`config.mk`:
```
export PLATFORM = sky130hd
export DESIGN_NAME = plc_pll_ctrl
export DESIGN_NICKNAME = d
export VERILOG_FILES = /design/src/plc_pkg.sv /design/src/plc_divider.sv /design/src/plc_pll_ctrl.sv
export VERILOG_INCLUDE_DIRS = /design/src
export SDC_FILE = /design/constraint.sdc
export NUM_CORES = 1
export LEC_CHECK = 0
export CAP_MARGIN = 30
export CORE_AREA = 3 3 70 72
export DETAILED_ROUTE_END_ITERATION = 7
export DIE_AREA = 0 0 73 75
export DONT_BUFFER_PORTS = 1
export HOLD_SLACK_MARGIN = 0.08
export MAX_ROUTING_LAYER = met4
export PLACE_DENSITY = 0.77
export SETUP_SLACK_MARGIN = 0.05
export SYNTH_ARGS = -nofsm -noshare
export SYNTH_HDL_FRONTEND = slang
export SYNTH_SLANG_ARGS = --single-unit
```
`constraint.sdc`:
```
create_clock -name i_clk -period 8.1 [get_ports i_clk]
set_input_delay 1.215 -clock i_clk [delete_from_list [all_inputs] [get_ports i_clk]]
set_output_delay 1.215 -clock i_clk [all_outputs]
set_load 0.05 [all_outputs]
```
`src/plc_cfg.svh`:
```
// constants for the pll lock and divider path control block
`ifndef PLC_CFG_SVH
`define PLC_CFG_SVH
`define PLC_LOCK_MIN 9'd16
`define PLC_LOCK_MAX 9'd256
`define PLC_NUM_DIV 4
`define PLC_FB_INT 1'b0
`define PLC_FB_EXT 1'b1
`define PLC_SRC_USER 1'b0
`define PLC_SRC_I2C 1'b1
`define PLC_PLL_RST_US 10
`define PLC_CLK_MHZ 25
`define PLC_PLL_RST_CYC ((`PLC_PLL_RST_US) * (`PLC_CLK_MHZ))
`define PLC_VCO_MIN_MHZ 400
`define PLC_VCO_MAX_MHZ 800
`endif

```
`src/plc_pkg.sv`:
```
// types for the pll lock and divider path control block
`default_nettype none
package plc_pkg;
   typedef enum logic [1:0] {
      PLC_UNLOCKED = 2'b00,
      PLC_QUALIFY = 2'b01,
      PLC_LOCKED = 2'b10
   } plc_lock_state_type;
   typedef logic [1:0] plc_div_sel_type;
endpackage : plc_pkg
`default_nettype wire

```
`src/plc_divider.sv`:
```
// one power-of-two clock divider stage with enable-driven counting
`timescale 1ns/1ps
`default_nettype none
module plc_divider #(
   parameter int WIDTH = 6
) (
   // clock and reset
   input wire logic i_clk,
   input wire logic i_reset,
   // source edge and ratio
   input wire logic i_tick,
   input wire logic [WIDTH-1:0] i_half,
   // divided output
   output logic o_div
);
   logic [WIDTH-1:0] count;

   always_ff @(posedge i_clk) begin
      if (i_reset) begin
         count <= '0;
         o_div <= 1'b0;
      end else if (i_tick) begin
         if (count >= i_half - 1'b1) begin
            count <= '0;
            o_div <= ~o_div;
         end else begin
            count <= count + 1'b1;
         end
      end
   end
endmodule : plc_divider
`default_nettype wire

```
`src/plc_pll_ctrl.sv`:
```
// pll control: reference select, bypass, lock detect, dividers, feedback path
//
// Function
// RQ1 - lock asserts after programmed count, 16..256
// RQ2 - lock output polarity is configurable
// RQ3 - lock drops immediately on loss
// RQ4 - lock routable to a chosen user pin
// RQ5 - fine mode dividers 2, 4, 8, 16
// RQ6 - coarse mode dividers 4, 8, 16, 32
// RQ7 - feedback taken from any divider
// RQ8 - locked pll output follows feedback ratio
// RQ9 - bypass feeds reference into dividers
// RQ10 - bypass output is reference over ratio
// RQ11 - bypass disables lock and phase skew
// RQ12 - bypass from user pin or i2c
// RQ13 - reference select from pin or i2c
// RQ14 - feedback internal or external via bank
// RQ15 - internal feedback gets phase skew only
// RQ16 - input termination can be disconnected
// RQ17 - software keeps oscillator 400..800 MHz
// RQ18 - software moves feedback on mode change
// RQ19 - pll reset pulse at least 10 us
// RQ20 - lost lock restarts qualification from zero
`include "plc_cfg.svh"
`timescale 1ns/1ps
`default_nettype none
module plc_pll_ctrl
   import plc_pkg::*;
#(
   parameter int NUM_USER = 4,
   parameter int USER_W = 2
) (
   // clock and reset
   input wire logic i_clk,
   input wire logic i_reset,
   // reference and pll clock inputs, sampled as levels
   input wire logic i_ref_clock_in_a,
   input wire logic i_ref_clock_in_b,
   input wire logic i_pll_clk,
   // reference select sources
   input wire logic i_reference_input_select_src,
   input wire logic i_reference_input_select_user,
   input wire logic i_reference_input_select_i2c,
   // bypass sources
   input wire logic i_bypass_src,
   input wire logic i_bypass_user,
   input wire logic i_bypass_i2c,
   // lock detect configuration and raw condition
   input wire logic i_phase_frequency_detector_in_lock,
   input wire logic [8:0] i_lock_count,
   input wire logic i_lock_active_high,
   input wire logic i_lock_route_en,
   input wire logic [USER_W-1:0] i_lock_route_pin,
   input wire logic [NUM_USER-1:0] i_user_pin_value,
   // divider and feedback configuration
   input wire logic i_coarse_mode,
   input wire plc_div_sel_type i_fb_div_sel,
   input wire logic i_fb_external,
   input wire logic [2:0] i_term_disconnect,
   // clock path outputs
   output logic o_ref_selected,
   output logic o_div_source,
   output logic [`PLC_NUM_DIV-1:0] o_div_out,
   output logic o_feedback,
   output logic [1:0] o_fb_ratio_log2,
   // lock, skew, feedback bank and termination status
   output logic o_locked,
   output logic o_lock_pin,
   output logic [NUM_USER-1:0] o_user_pins,
   output logic o_phase_skew_en,
   output logic o_fb_phase_skew_en,
   output logic o_fb_time_skew_en,
   output logic o_fb_bank_used,
   output logic [2:0] o_term_connected
);
   plc_lock_state_type state;
   plc_lock_state_type next_state;
   logic ref_sel;
   logic bypass;
   logic src_level;
   logic src_prev;
   logic src_tick;
   logic [8:0] qual_count;
   logic [8:0] target;
   logic [`PLC_NUM_DIV-1:0] div_w;

   // ratio helper: half period count of divider k in source edges
   function automatic logic [5:0] half_ratio(input logic [1:0] k, input logic coarse);
      logic [5:0] h;
      h = 6'h01 << k;
      half_ratio = coarse ? (h << 1) : h;
   endfunction : half_ratio

   function automatic logic [8:0] clamp_count(input logic [8:0] c);
      if (c < `PLC_LOCK_MIN)
         clamp_count = `PLC_LOCK_MIN;
      else if (c > `PLC_LOCK_MAX)
         clamp_count = `PLC_LOCK_MAX;
      else
         clamp_count = c;
   endfunction : clamp_count

   // control selects, registered so downstream sees stable levels
   always_ff @(posedge i_clk) begin
      if (i_reset) begin
         ref_sel <= 1'b0;
         bypass <= 1'b0;
      end else begin
         ref_sel <= (i_reference_input_select_src == `PLC_SRC_I2C)
            ? i_reference_input_select_i2c : i_reference_input_select_user; // [RQ13]
         bypass <= (i_bypass_src == `PLC_SRC_I2C) ? i_bypass_i2c : i_bypass_user; // [RQ12]
      end
   end

   // divider source: bypass routes reference, else pll output
   always_comb begin
      src_level = bypass ? (ref_sel ? i_ref_clock_in_b : i_ref_clock_in_a) // [RQ9] [RQ10]
                         : i_pll_clk; // [RQ8]
   end

   always_ff @(posedge i_clk) begin
      if (i_reset) begin
         src_prev <= 1'b0;
         o_ref_selected <= 1'b0;
         o_div_source <= 1'b0;
      end else begin
         src_prev <= src_level;
         o_ref_selected <= ref_sel ? i_ref_clock_in_b : i_ref_clock_in_a;
         o_div_source <= src_level;
      end
   end

   assign src_tick = src_level & ~src_prev;

   // four dividers, ratios doubled in coarse mode
   for (genvar k = 0; k < `PLC_NUM_DIV; k++) begin : g_div
      plc_divider #(.WIDTH(6)) plc_divider_i (
         .i_clk(i_clk),
         .i_reset(i_reset),
         .i_tick(src_tick),
         .i_half(half_ratio(2'(k), i_coarse_mode)), // [RQ5] [RQ6]
         .o_div(div_w[k])
      );
   end
   assign o_div_out = div_w;

   // feedback from any divider; outputs still carry it
   always_ff @(posedge i_clk) begin
      if (i_reset) begin
         o_feedback <= 1'b0;
         o_fb_ratio_log2 <= 2'h0;
      end else begin
         o_feedback <= div_w[i_fb_div_sel]; // [RQ7]
         o_fb_ratio_log2 <= i_fb_div_sel;
      end
   end

   // lock qualifier
   assign target = clamp_count(i_lock_count);

   always_comb begin
      next_state = state;
      unique case (state)
         PLC_UNLOCKED: if (i_phase_frequency_detector_in_lock) next_state = PLC_QUALIFY;
         PLC_QUALIFY: begin
            if (!i_phase_frequency_detector_in_lock)
               next_state = PLC_UNLOCKED;
            else if (src_tick && qual_count + 9'h001 >= target)
               next_state = PLC_LOCKED;
         end
         PLC_LOCKED: if (!i_phase_frequency_detector_in_lock) next_state = PLC_UNLOCKED; // [RQ3]
         default: next_state = PLC_UNLOCKED;
      endcase
      if (bypass)
         next_state = PLC_UNLOCKED; // [RQ11]
   end

   always_ff @(posedge i_clk) begin
      if (i_reset)
         state <= PLC_UNLOCKED;
      else
         state <= next_state;
   end

   always_ff @(posedge i_clk) begin
      if (i_reset)
         qual_count <= 9'h000;
      else if (next_state != PLC_QUALIFY)
         qual_count <= 9'h000; // [RQ20]
      else if (src_tick)
         qual_count <= qual_count + 9'h001; // [RQ1]
   end

   // lock must fall in the same cycle the condition goes away
   assign o_locked = (state == PLC_LOCKED) && i_phase_frequency_detector_in_lock && !bypass; // [RQ3]
   assign o_lock_pin = i_lock_active_high ? o_locked : ~o_locked; // [RQ2]

   always_comb begin
      o_user_pins = i_user_pin_value;
      if (i_lock_route_en)
         o_user_pins[i_lock_route_pin] = o_lock_pin; // [RQ4]
   end

   // skew enables: phase skew needs the pll, so bypass removes it
   always_ff @(posedge i_clk) begin
      if (i_reset) begin
         o_phase_skew_en <= 1'b0;
         o_fb_phase_skew_en <= 1'b0;
      end else begin
         o_phase_skew_en <= !bypass; // [RQ11]
         o_fb_phase_skew_en <= !bypass; // [RQ15]
      end
   end

   // feedback through a bank gains time skew but takes an output
   always_ff @(posedge i_clk) begin
      if (i_reset) begin
         o_fb_time_skew_en <= 1'b0;
         o_fb_bank_used <= 1'b0;
      end else begin
         o_fb_time_skew_en <= (i_fb_external == `PLC_FB_EXT); // [RQ15]
         o_fb_bank_used <= (i_fb_external == `PLC_FB_EXT); // [RQ14]
      end
   end

   // termination stays connected until configuration says otherwise
   always_ff @(posedge i_clk) begin
      if (i_reset)
         o_term_connected <= 3'h7;
      else
         o_term_connected <= ~i_term_disconnect; // [RQ16]
   end

   // independent count of qualifying ticks, read only by the checks below
   logic [8:0] lock_watch;

   always_ff @(posedge i_clk) begin
      if (i_reset || bypass || !i_phase_frequency_detector_in_lock)
         lock_watch <= 9'h000;
      else if (src_tick && lock_watch != 9'h1ff)
         lock_watch <= lock_watch + 9'h001;
   end

   // assertions
   lock_drop_a: assert property (@(posedge i_clk) disable iff (i_reset) // [RQ3]
      !i_phase_frequency_detector_in_lock |-> !o_locked)
      else $error("lock shown without lock condition");
   lock_pol_a: assert property (@(posedge i_clk) disable iff (i_reset) // [RQ2]
      o_lock_pin == (i_lock_active_high ? o_locked : !o_locked))
      else $error("lock pin polarity wrong");
   lock_qual_a: assert property (@(posedge i_clk) disable iff (i_reset) // [RQ1]
      $rose(o_locked) |-> qual_count == 9'h000 && $past(state) != PLC_UNLOCKED)
      else $error("lock rose without qualification");
   qual_restart_a: assert property (@(posedge i_clk) disable iff (i_reset) // [RQ20]
      !i_phase_frequency_detector_in_lock |=> qual_count == 9'h000)
      else $error("qualifier not restarted");
   bypass_nolock_a: assert property (@(posedge i_clk) disable iff (i_reset) // [RQ11]
      bypass |-> !o_locked ##1 !o_phase_skew_en || !bypass)
      else $error("lock or skew active in bypass");
   bypass_src_a: assert property (@(posedge i_clk) disable iff (i_reset) // [RQ9]
      bypass && !ref_sel |=> o_div_source == $past(i_ref_clock_in_a))
      else $error("bypass source not reference");
   ref_select_a: assert property (@(posedge i_clk) disable iff (i_reset) // [RQ13]
      i_reference_input_select_src == `PLC_SRC_I2C
         |=> ref_sel == $past(i_reference_input_select_i2c))
      else $error("reference select not taken from i2c");
   fb_sel_a: assert property (@(posedge i_clk) disable iff (i_reset) // [RQ7]
      1'b1 |=> o_feedback == $past(div_w[i_fb_div_sel]))
      else $error("feedback divider mismatch");
   fb_time_a: assert property (@(posedge i_clk) disable iff (i_reset) // [RQ15]
      !i_fb_external |=> !o_fb_time_skew_en)
      else $error("time skew on internal feedback");

   // lock detector checks
   lock_rise_a: assert property (@(posedge i_clk) disable iff (i_reset) // [RQ1]
      $rose(o_locked) |-> lock_watch >= target)
      else $error("lock rose before the programmed count");
   lock_min_a: assert property (@(posedge i_clk) disable iff (i_reset) // [RQ1]
      o_locked |-> lock_watch >= `PLC_LOCK_MIN)
      else $error("lock shown with too few qualifying ticks");
   qual_bound_a: assert property (@(posedge i_clk) disable iff (i_reset) // [RQ1]
      qual_count < `PLC_LOCK_MAX)
      else $error("qualifier ran past its maximum");
   lock_state_a: assert property (@(posedge i_clk) disable iff (i_reset) // [RQ1]
      o_locked |-> state == PLC_LOCKED)
      else $error("lock shown outside locked state");
   qual_zero_a: assert property (@(posedge i_clk) disable iff (i_reset) // [RQ20]
      state == PLC_UNLOCKED |-> qual_count == 9'h000)
      else $error("qualifier not cleared while unlocked");
   lock_bypass_a: assert property (@(posedge i_clk) disable iff (i_reset) // [RQ11]
      bypass |-> !o_locked)
      else $error("lock shown in bypass");
   lock_route_a: assert property (@(posedge i_clk) disable iff (i_reset) // [RQ4]
      i_lock_route_en |-> o_user_pins[i_lock_route_pin] == o_lock_pin)
      else $error("lock not on the chosen user pin");
   user_free_a: assert property (@(posedge i_clk) disable iff (i_reset) // [RQ4]
      !i_lock_route_en |-> o_user_pins == i_user_pin_value)
      else $error("user pins disturbed without routing");

   // select and source path checks
   bypass_user_a: assert property (@(posedge i_clk) disable iff (i_reset) // [RQ12]
      i_bypass_src == `PLC_SRC_USER |=> bypass == $past(i_bypass_user))
      else $error("bypass not taken from user pin");
   bypass_i2c_a: assert property (@(posedge i_clk) disable iff (i_reset) // [RQ12]
      i_bypass_src == `PLC_SRC_I2C |=> bypass == $past(i_bypass_i2c))
      else $error("bypass not taken from i2c");
   ref_user_a: assert property (@(posedge i_clk) disable iff (i_reset) // [RQ13]
      i_reference_input_select_src == `PLC_SRC_USER
         |=> ref_sel == $past(i_reference_input_select_user))
      else $error("reference select not taken from user pin");
   bypass_srcb_a: assert property (@(posedge i_clk) disable iff (i_reset) // [RQ9]
      bypass && ref_sel |=> o_div_source == $past(i_ref_clock_in_b))
      else $error("bypass source not reference b");
   pll_src_a: assert property (@(posedge i_clk) disable iff (i_reset) // [RQ8]
      !bypass |=> o_div_source == $past(i_pll_clk))
      else $error("divider source not pll output");
   ref_out_a: assert property (@(posedge i_clk) disable iff (i_reset) // [RQ13]
      1'b1 |=> o_ref_selected == $past(ref_sel ? i_ref_clock_in_b : i_ref_clock_in_a))
      else $error("selected reference output wrong");

   // divider, feedback and termination checks
   div_quiet_a: assert property (@(posedge i_clk) disable iff (i_reset) // [RQ5] [RQ6]
      !src_tick |=> $stable(o_div_out))
      else $error("divider moved without a source edge");
   fb_ratio_a: assert property (@(posedge i_clk) disable iff (i_reset) // [RQ7]
      1'b1 |=> o_fb_ratio_log2 == $past(i_fb_div_sel))
      else $error("feedback ratio code wrong");
   phase_skew_a: assert property (@(posedge i_clk) disable iff (i_reset) // [RQ11]
      1'b1 |=> o_phase_skew_en == !$past(bypass))
      else $error("phase skew enable wrong");
   fb_phase_a: assert property (@(posedge i_clk) disable iff (i_reset) // [RQ15]
      1'b1 |=> o_fb_phase_skew_en == !$past(bypass))
      else $error("feedback phase skew enable wrong");
   fb_ext_a: assert property (@(posedge i_clk) disable iff (i_reset) // [RQ15]
      i_fb_external |=> o_fb_time_skew_en && o_fb_bank_used)
      else $error("external feedback enables missing");
   fb_bank_a: assert property (@(posedge i_clk) disable iff (i_reset) // [RQ14]
      !i_fb_external |=> !o_fb_bank_used)
      else $error("bank taken with internal feedback");
   term_conn_a: assert property (@(posedge i_clk) disable iff (i_reset) // [RQ16]
      1'b1 |=> o_term_connected == ~$past(i_term_disconnect))
      else $error("termination state wrong");
endmodule : plc_pll_ctrl
`default_nettype wire

```
### Word level (Yosys, flattened, before mapping)

Index checks and enable logic that the tools add are counted.

| operators by class | value |
|---|---|
| mux-type cells | 27 |
| order comparisons | 10 |
| add/subtract/negate cells | 9 |
| reduce and logical (&&, ||, !) cells | 11 |
| bitwise logic cells | 8 |
| eq/ne operators | 3 |

Operator list:

| cell | count |
|---|---|
| $add 6x1->6 const B | 4 |
| $ge 6x6->1 | 4 |
| $mux 6 | 4 |
| $mux 9 | 2 |
| $mux 2 | 6 |
| $add 9x1->9 const B | 1 |
| $ge 9x9->1 | 1 |
| $gt 9x9->1 const B | 1 |
| $lt 9x5->1 const B | 1 |
| $mux 4 | 2 |
| $reduce_and 2->1 | 4 |
| $mux 1 | 7 |
| $lt 2x3->1 const B | 2 |
| $not 1->1 | 6 |
| $pmux 2 s3 | 1 |
| $sub 5x1->6 const B | 1 |
| $mux 5 | 1 |
| $sub 4x1->5 const B | 1 |
| $bwmux 4 | 1 |
| $logic_and 1x1->1 | 4 |
| $sub 3x1->4 const B | 1 |
| $mux 3 | 1 |
| $not 3->3 | 1 |
| $sub 2x1->3 const B | 1 |
| other kinds (10) | 10 |

| word-level totals | value |
|---|---|
| output and inout port bits | 22 |
| bits in registers | 51 |
| logic and storage cells | 87 |

### Logic depth before layout (Yosys ltp)

| logic depth | value |
|---|---|
| depth after elaboration | 11 |
| depth in mapped cells | 10 |
| mapped depth without buffers | 10 |

### By module

From an unflattened synthesis, not the netlist that was laid out.

| second synthesis, totals | value |
|---|---|
| cell total of the unflattened synthesis | 394 |
| area total of the unflattened synthesis | 3378.2 µm² |

Modules (own cells, without submodules):

| module | seq. area each (µm²) | cells an instance | area each (µm²) | times used |
|---|---|---|---|---|
| plc_divider | 140.1 | 59 | 514.2 | 4 |
| plc_pll_ctrl | 460.4 | 158 | 1321.3 | 1 |

### Worst setup path before layout

OpenSTA, ideal clock, no wires.

| timing path | value |
|---|---|
| path kind | input -> output |
| start point | input port i_phase_frequency_detector_in_lock |
| end point | output port o_user_pins[0] |
| arrival time | 3.161 ns |
| setup slack | 3.724 ns |
| path buffers | 0 |
| cell stages on the path | 4 |
| cell sequence | nand2b_1 nor2_1 xnor2_1 mux2_2 |

| between the ends | value |
|---|---|
| longest elaborated chain between the ends | 6 |

Ends and longest elaborated chain:

| element | RTL line | text |
|---|---|---|
| from (decl) | plc_pll_ctrl.sv:49 | `input wire logic i_phase_frequency_detector_in_lock,` |
| $logic_and 1x1->1 * (2 in series) | plc_pll_ctrl.sv:195 | `assign o_locked = (state == PLC_LOCKED) && i_phase_frequency_detector_in_lock && !bypass;` |
| via o_locked | plc_pll_ctrl.sv:67 | `output logic o_locked,` |
| $not 1->1 | plc_pll_ctrl.sv:196 | `assign o_lock_pin = i_lock_active_high ? o_locked : ~o_locked;` |
| $mux 1 * | plc_pll_ctrl.sv:196 |  |
| via o_lock_pin | plc_pll_ctrl.sv:68 | `output logic o_lock_pin,` |
| $bwmux 4 * | plc_pll_ctrl.sv:201 | `o_user_pins[i_lock_route_pin] = o_lock_pin;` |
| $mux 4 * | plc_pll_ctrl.sv:200 | `if (i_lock_route_en)` |
| to (decl) | plc_pll_ctrl.sv:69 | `output logic [NUM_USER-1:0] o_user_pins,` |

The timed path passes the listed nets; every way through them passes the cells marked *.

### Worst setup path in the final report

| timing path | value |
|---|---|
| start point | input port i_phase_frequency_detector_in_lock |
| end point | output port o_user_pins[1] |

| between the ends | value |
|---|---|
| longest elaborated chain between the ends | 6 |

Ends and longest elaborated chain:

| element | RTL line |
|---|---|
| $logic_and 1x1->1 * (2 in series) | plc_pll_ctrl.sv:195 |
| via o_locked | plc_pll_ctrl.sv:67 |
| $not 1->1 | plc_pll_ctrl.sv:196 |
| $mux 1 * | plc_pll_ctrl.sv:196 |
| $bwmux 4 * | plc_pll_ctrl.sv:201 |
| $mux 4 * | plc_pll_ctrl.sv:200 |

Marked as above.

==> metrics <==
CP bufs+invs 2; Crit Path Max Fanout 5; reg2reg setup slack 4870 ps; row cnt 24; syn_area_per_cell 8.62 sq um; Final Setup Violations 0; CTS root buffer clkbuf_8; Post-synth top cells 51 x dfxtp_1, 46 x nor2_1, 34 x nand2_1, 18 x ha_1; RSZ-0062 raised after global routing false; CTS resizes 0; Comb pwr share 12.0%; asr flop ratio synth 0%; Setup CP Type input port to output pin; most common cell in the netlist dfxtp_1; final worst slack 3990 ps; CP endpoint o_user_pins[1]; critical path's slowest cell nor2_1; sequential share of the synthesized area 39.6%; Initial Util 59.2%; final max-slew violation count 0; number of synthesized flops with an enable pin 0; critical path depth 6; CP max stage delay 730 ps; Routed WL per cell 13.6 um; synthesized flop and latch total 51; crit path launch i_phase_frequency_detector_in_lock; H-tree depth 2; Leak 1.09 nW; headroom to the max-slew limit 37.6%; # hold bufs at CTS 0; antenna violations before repair 0; core area 4350 sq um; Synth Cell Area 2580 sq um; Netlist cell types 43; Worst Setup Start Kind input port; minimum clock period 4110 ps; final hold violation count 0; CTS tree yes; max-cap violations 0; critical path arrival 2900 ps; Internal 0.000378 W; Initial DRT Pass Iterations 4; YS warnings 0; Clock Pin Slew Worst Setup and Hold Paths 90 ps; routed wire length 4.74 mm; Global Route Usage Sum 18.8%; Die Span X 73 um; Critical Path Sink Type output pin; IO Pins 58; Clk pwr share 33.1%; fillcell total 382; Worst Max-Slew Pin Slew 933 ps; Setup Buffers After CTS 0; share of layout cells above drive strength 1 7.09%; vias in the first global route 1805; nets 349; cells on worst reg2reg path 10; largest net degree at the start of global routing 34; detailed placement HPWL 3.48 mm; leading area contributor after synthesis dfxtp_1; GP Congestion 0.870; Vias 2053; Clock Latency Late Sink 300 ps; Placement Setup Slack 4030 ps; I/O Buffers 0; DRC viols 0; Die Area 5480 sq um; clock tree buffer depth 2; worst path cell trace nand2b_1 -> nor2_1 -> clkbuf_1 -> xnor2_1 -> buf_4 -> mux2_2; HP Class register to register; synth top area cells dfxtp_1 40%, ha_1 8.7%, nor2_1 6.7%; Synth top area share 39.6%; first-pass GRT wire length 7.86 mm; Synth Instances 299; ys flop type dfxtp_1; Sink Count 51; die height 75 um; Worst IR Drop VDD 0.0911 mV; Reg-to-Reg Start qual_count[0]; Final Cycle Share 50.7%; # diodes 0; grt ovf 0; status finished, final reports clean; Sw Ratio 28.3%; syn nets 353; PD cells 195 nW/um^2; CTS Buf Count 5; delay-heaviest family, CP simple AND/OR/NAND/NOR gates; initial drt markers 170; Max Clk Rate 0.243 GHz; DRT antenna net count 0; Area Overhead vs Synth 4.80%; RR Endpoint qual_count[2]; DR vias/cell 5.90; skew final 3.86 ps; Reg power frac 54.9%; setup TNS 0 ps; worst endpoint required time 6880 ps; sw power 0.000149 W
-- power groups by stage --
| stage | Sequential, W | Clock (W) | Combinational [W] |
|---|---|---|---|
| after floorplan | 0.000285 | 0 | 0.0000644 |
| after global placement | 0.000295 | 0 | 0.0000615 |
| after detailed placement | 0.000296 | 0 | 0.0000630 |
| after CTS | 0.000290 | 0.000181 | 0.0000636 |
| after global routing | 0.000292 | 0.000191 | 0.0000732 |
| final | 0.000290 | 0.000175 | 0.0000631 |
-- sequential cells by signal, summed over array words and instances, names as in the netlist, 2 cells and up --
register and cells:
g_div.plc_divider_i.count 24, g_div.plc_divider_i.o_div 4, qual_count 9, o_fb_ratio_log2 2, state 2, o_term_connected 3
-- kinds of logic (layout without fill, tap and decap cells) --
family / after synthesis / after routing / synth area share (%)
AND/OR/NAND/NOR: 129 / 129 / 23.0
AO/OA/AOI/OAI: 55 / 55 / 14.4
flip-flops: 51 / 51 / 39.6
XOR/XNOR: 20 / 20 / 6.79
adder cells (fa/ha/maj): 18 / 18 / 8.73
buffers and inverters: 18 / 15 / 3.69
multiplexers: 8 / 8 / 3.78
-- routing by layer --
| layer | global-route usage, % | vias to the layer above | share of wire [%] |
|---|---|---|---|
| met5 | - | - | 0 |
| met4 | 6.76 | 0 | 1.3 |
| met3 | 5.74 | 9 | 8.0 |
| met2 | 28.7 | 73 | 46 |
| met1 | 23.3 | 942 | 44 |
| li1 | - | 1029 | - |
-- tightest hold or removal path: stages, from the launching register on --
cell,delay (ps)
dfxtp_1,340
a31oi_1,50
nor2_1,70
-- metrics by stage --
stage / hold slack [ps] / power, W / cell area [sq um] / std cells / util [%]
after floorplan: 432 / 0.000350 / 2580 / 299 / -
after global placement: 451 / 0.000357 / 2590 / 339 / 59.4
after detailed placement: 463 / 0.000359 / 2590 / 339 / 59.4
after CTS: 485 / 0.000535 / 2700 / 347 / 62.0
after global routing: 508 / 0.000556 / 2700 / 348 / 62.1
final: 482 / 0.000528 / 2700 / 348 / 62.1
-- layout make-up --
cell class              count  area, sq um  share of cell area, %
multi-input cells         230         1470                   54.4
clock buffers               5         68.8                   2.55
repair buffers              3         18.8                  0.694
inverters                   4         15.0                  0.556
clock inverters             3         43.8                   1.62
flip-flops and latches     51         1020                   37.8
well taps                  52         65.1                   2.41
-- cells in the final DEF (no fill, tap or decap), drive strengths merged, types with 7 or more instances in the layout --
cell type / n
nor2: 46
a21oi: 16
nand3: 16
dfxtp: 51
nand2: 34
xor2: 12
ha: 18
a31oi: 7
xnor2: 8
nand2b: 13
o21ai: 7
-- worst min-delay path by stage --
stage                                                from                               to  slack (ps)  cells past startpoint
after global routing      g_div[1].plc_divider_i.count[5]  g_div[1].plc_divider_i.count[5]         510                      2
after detailed placement  g_div[1].plc_divider_i.count[5]  g_div[1].plc_divider_i.count[5]         460                      2
after CTS                 g_div[1].plc_divider_i.count[5]  g_div[1].plc_divider_i.count[5]         490                      2
after global placement    g_div[0].plc_divider_i.count[5]  g_div[0].plc_divider_i.count[5]         450                      2
final                     g_div[0].plc_divider_i.count[5]  g_div[0].plc_divider_i.count[5]         480                      2
after floorplan           g_div[0].plc_divider_i.count[5]  g_div[0].plc_divider_i.count[5]         430                      2
Power figures use the tool's default switching activity.
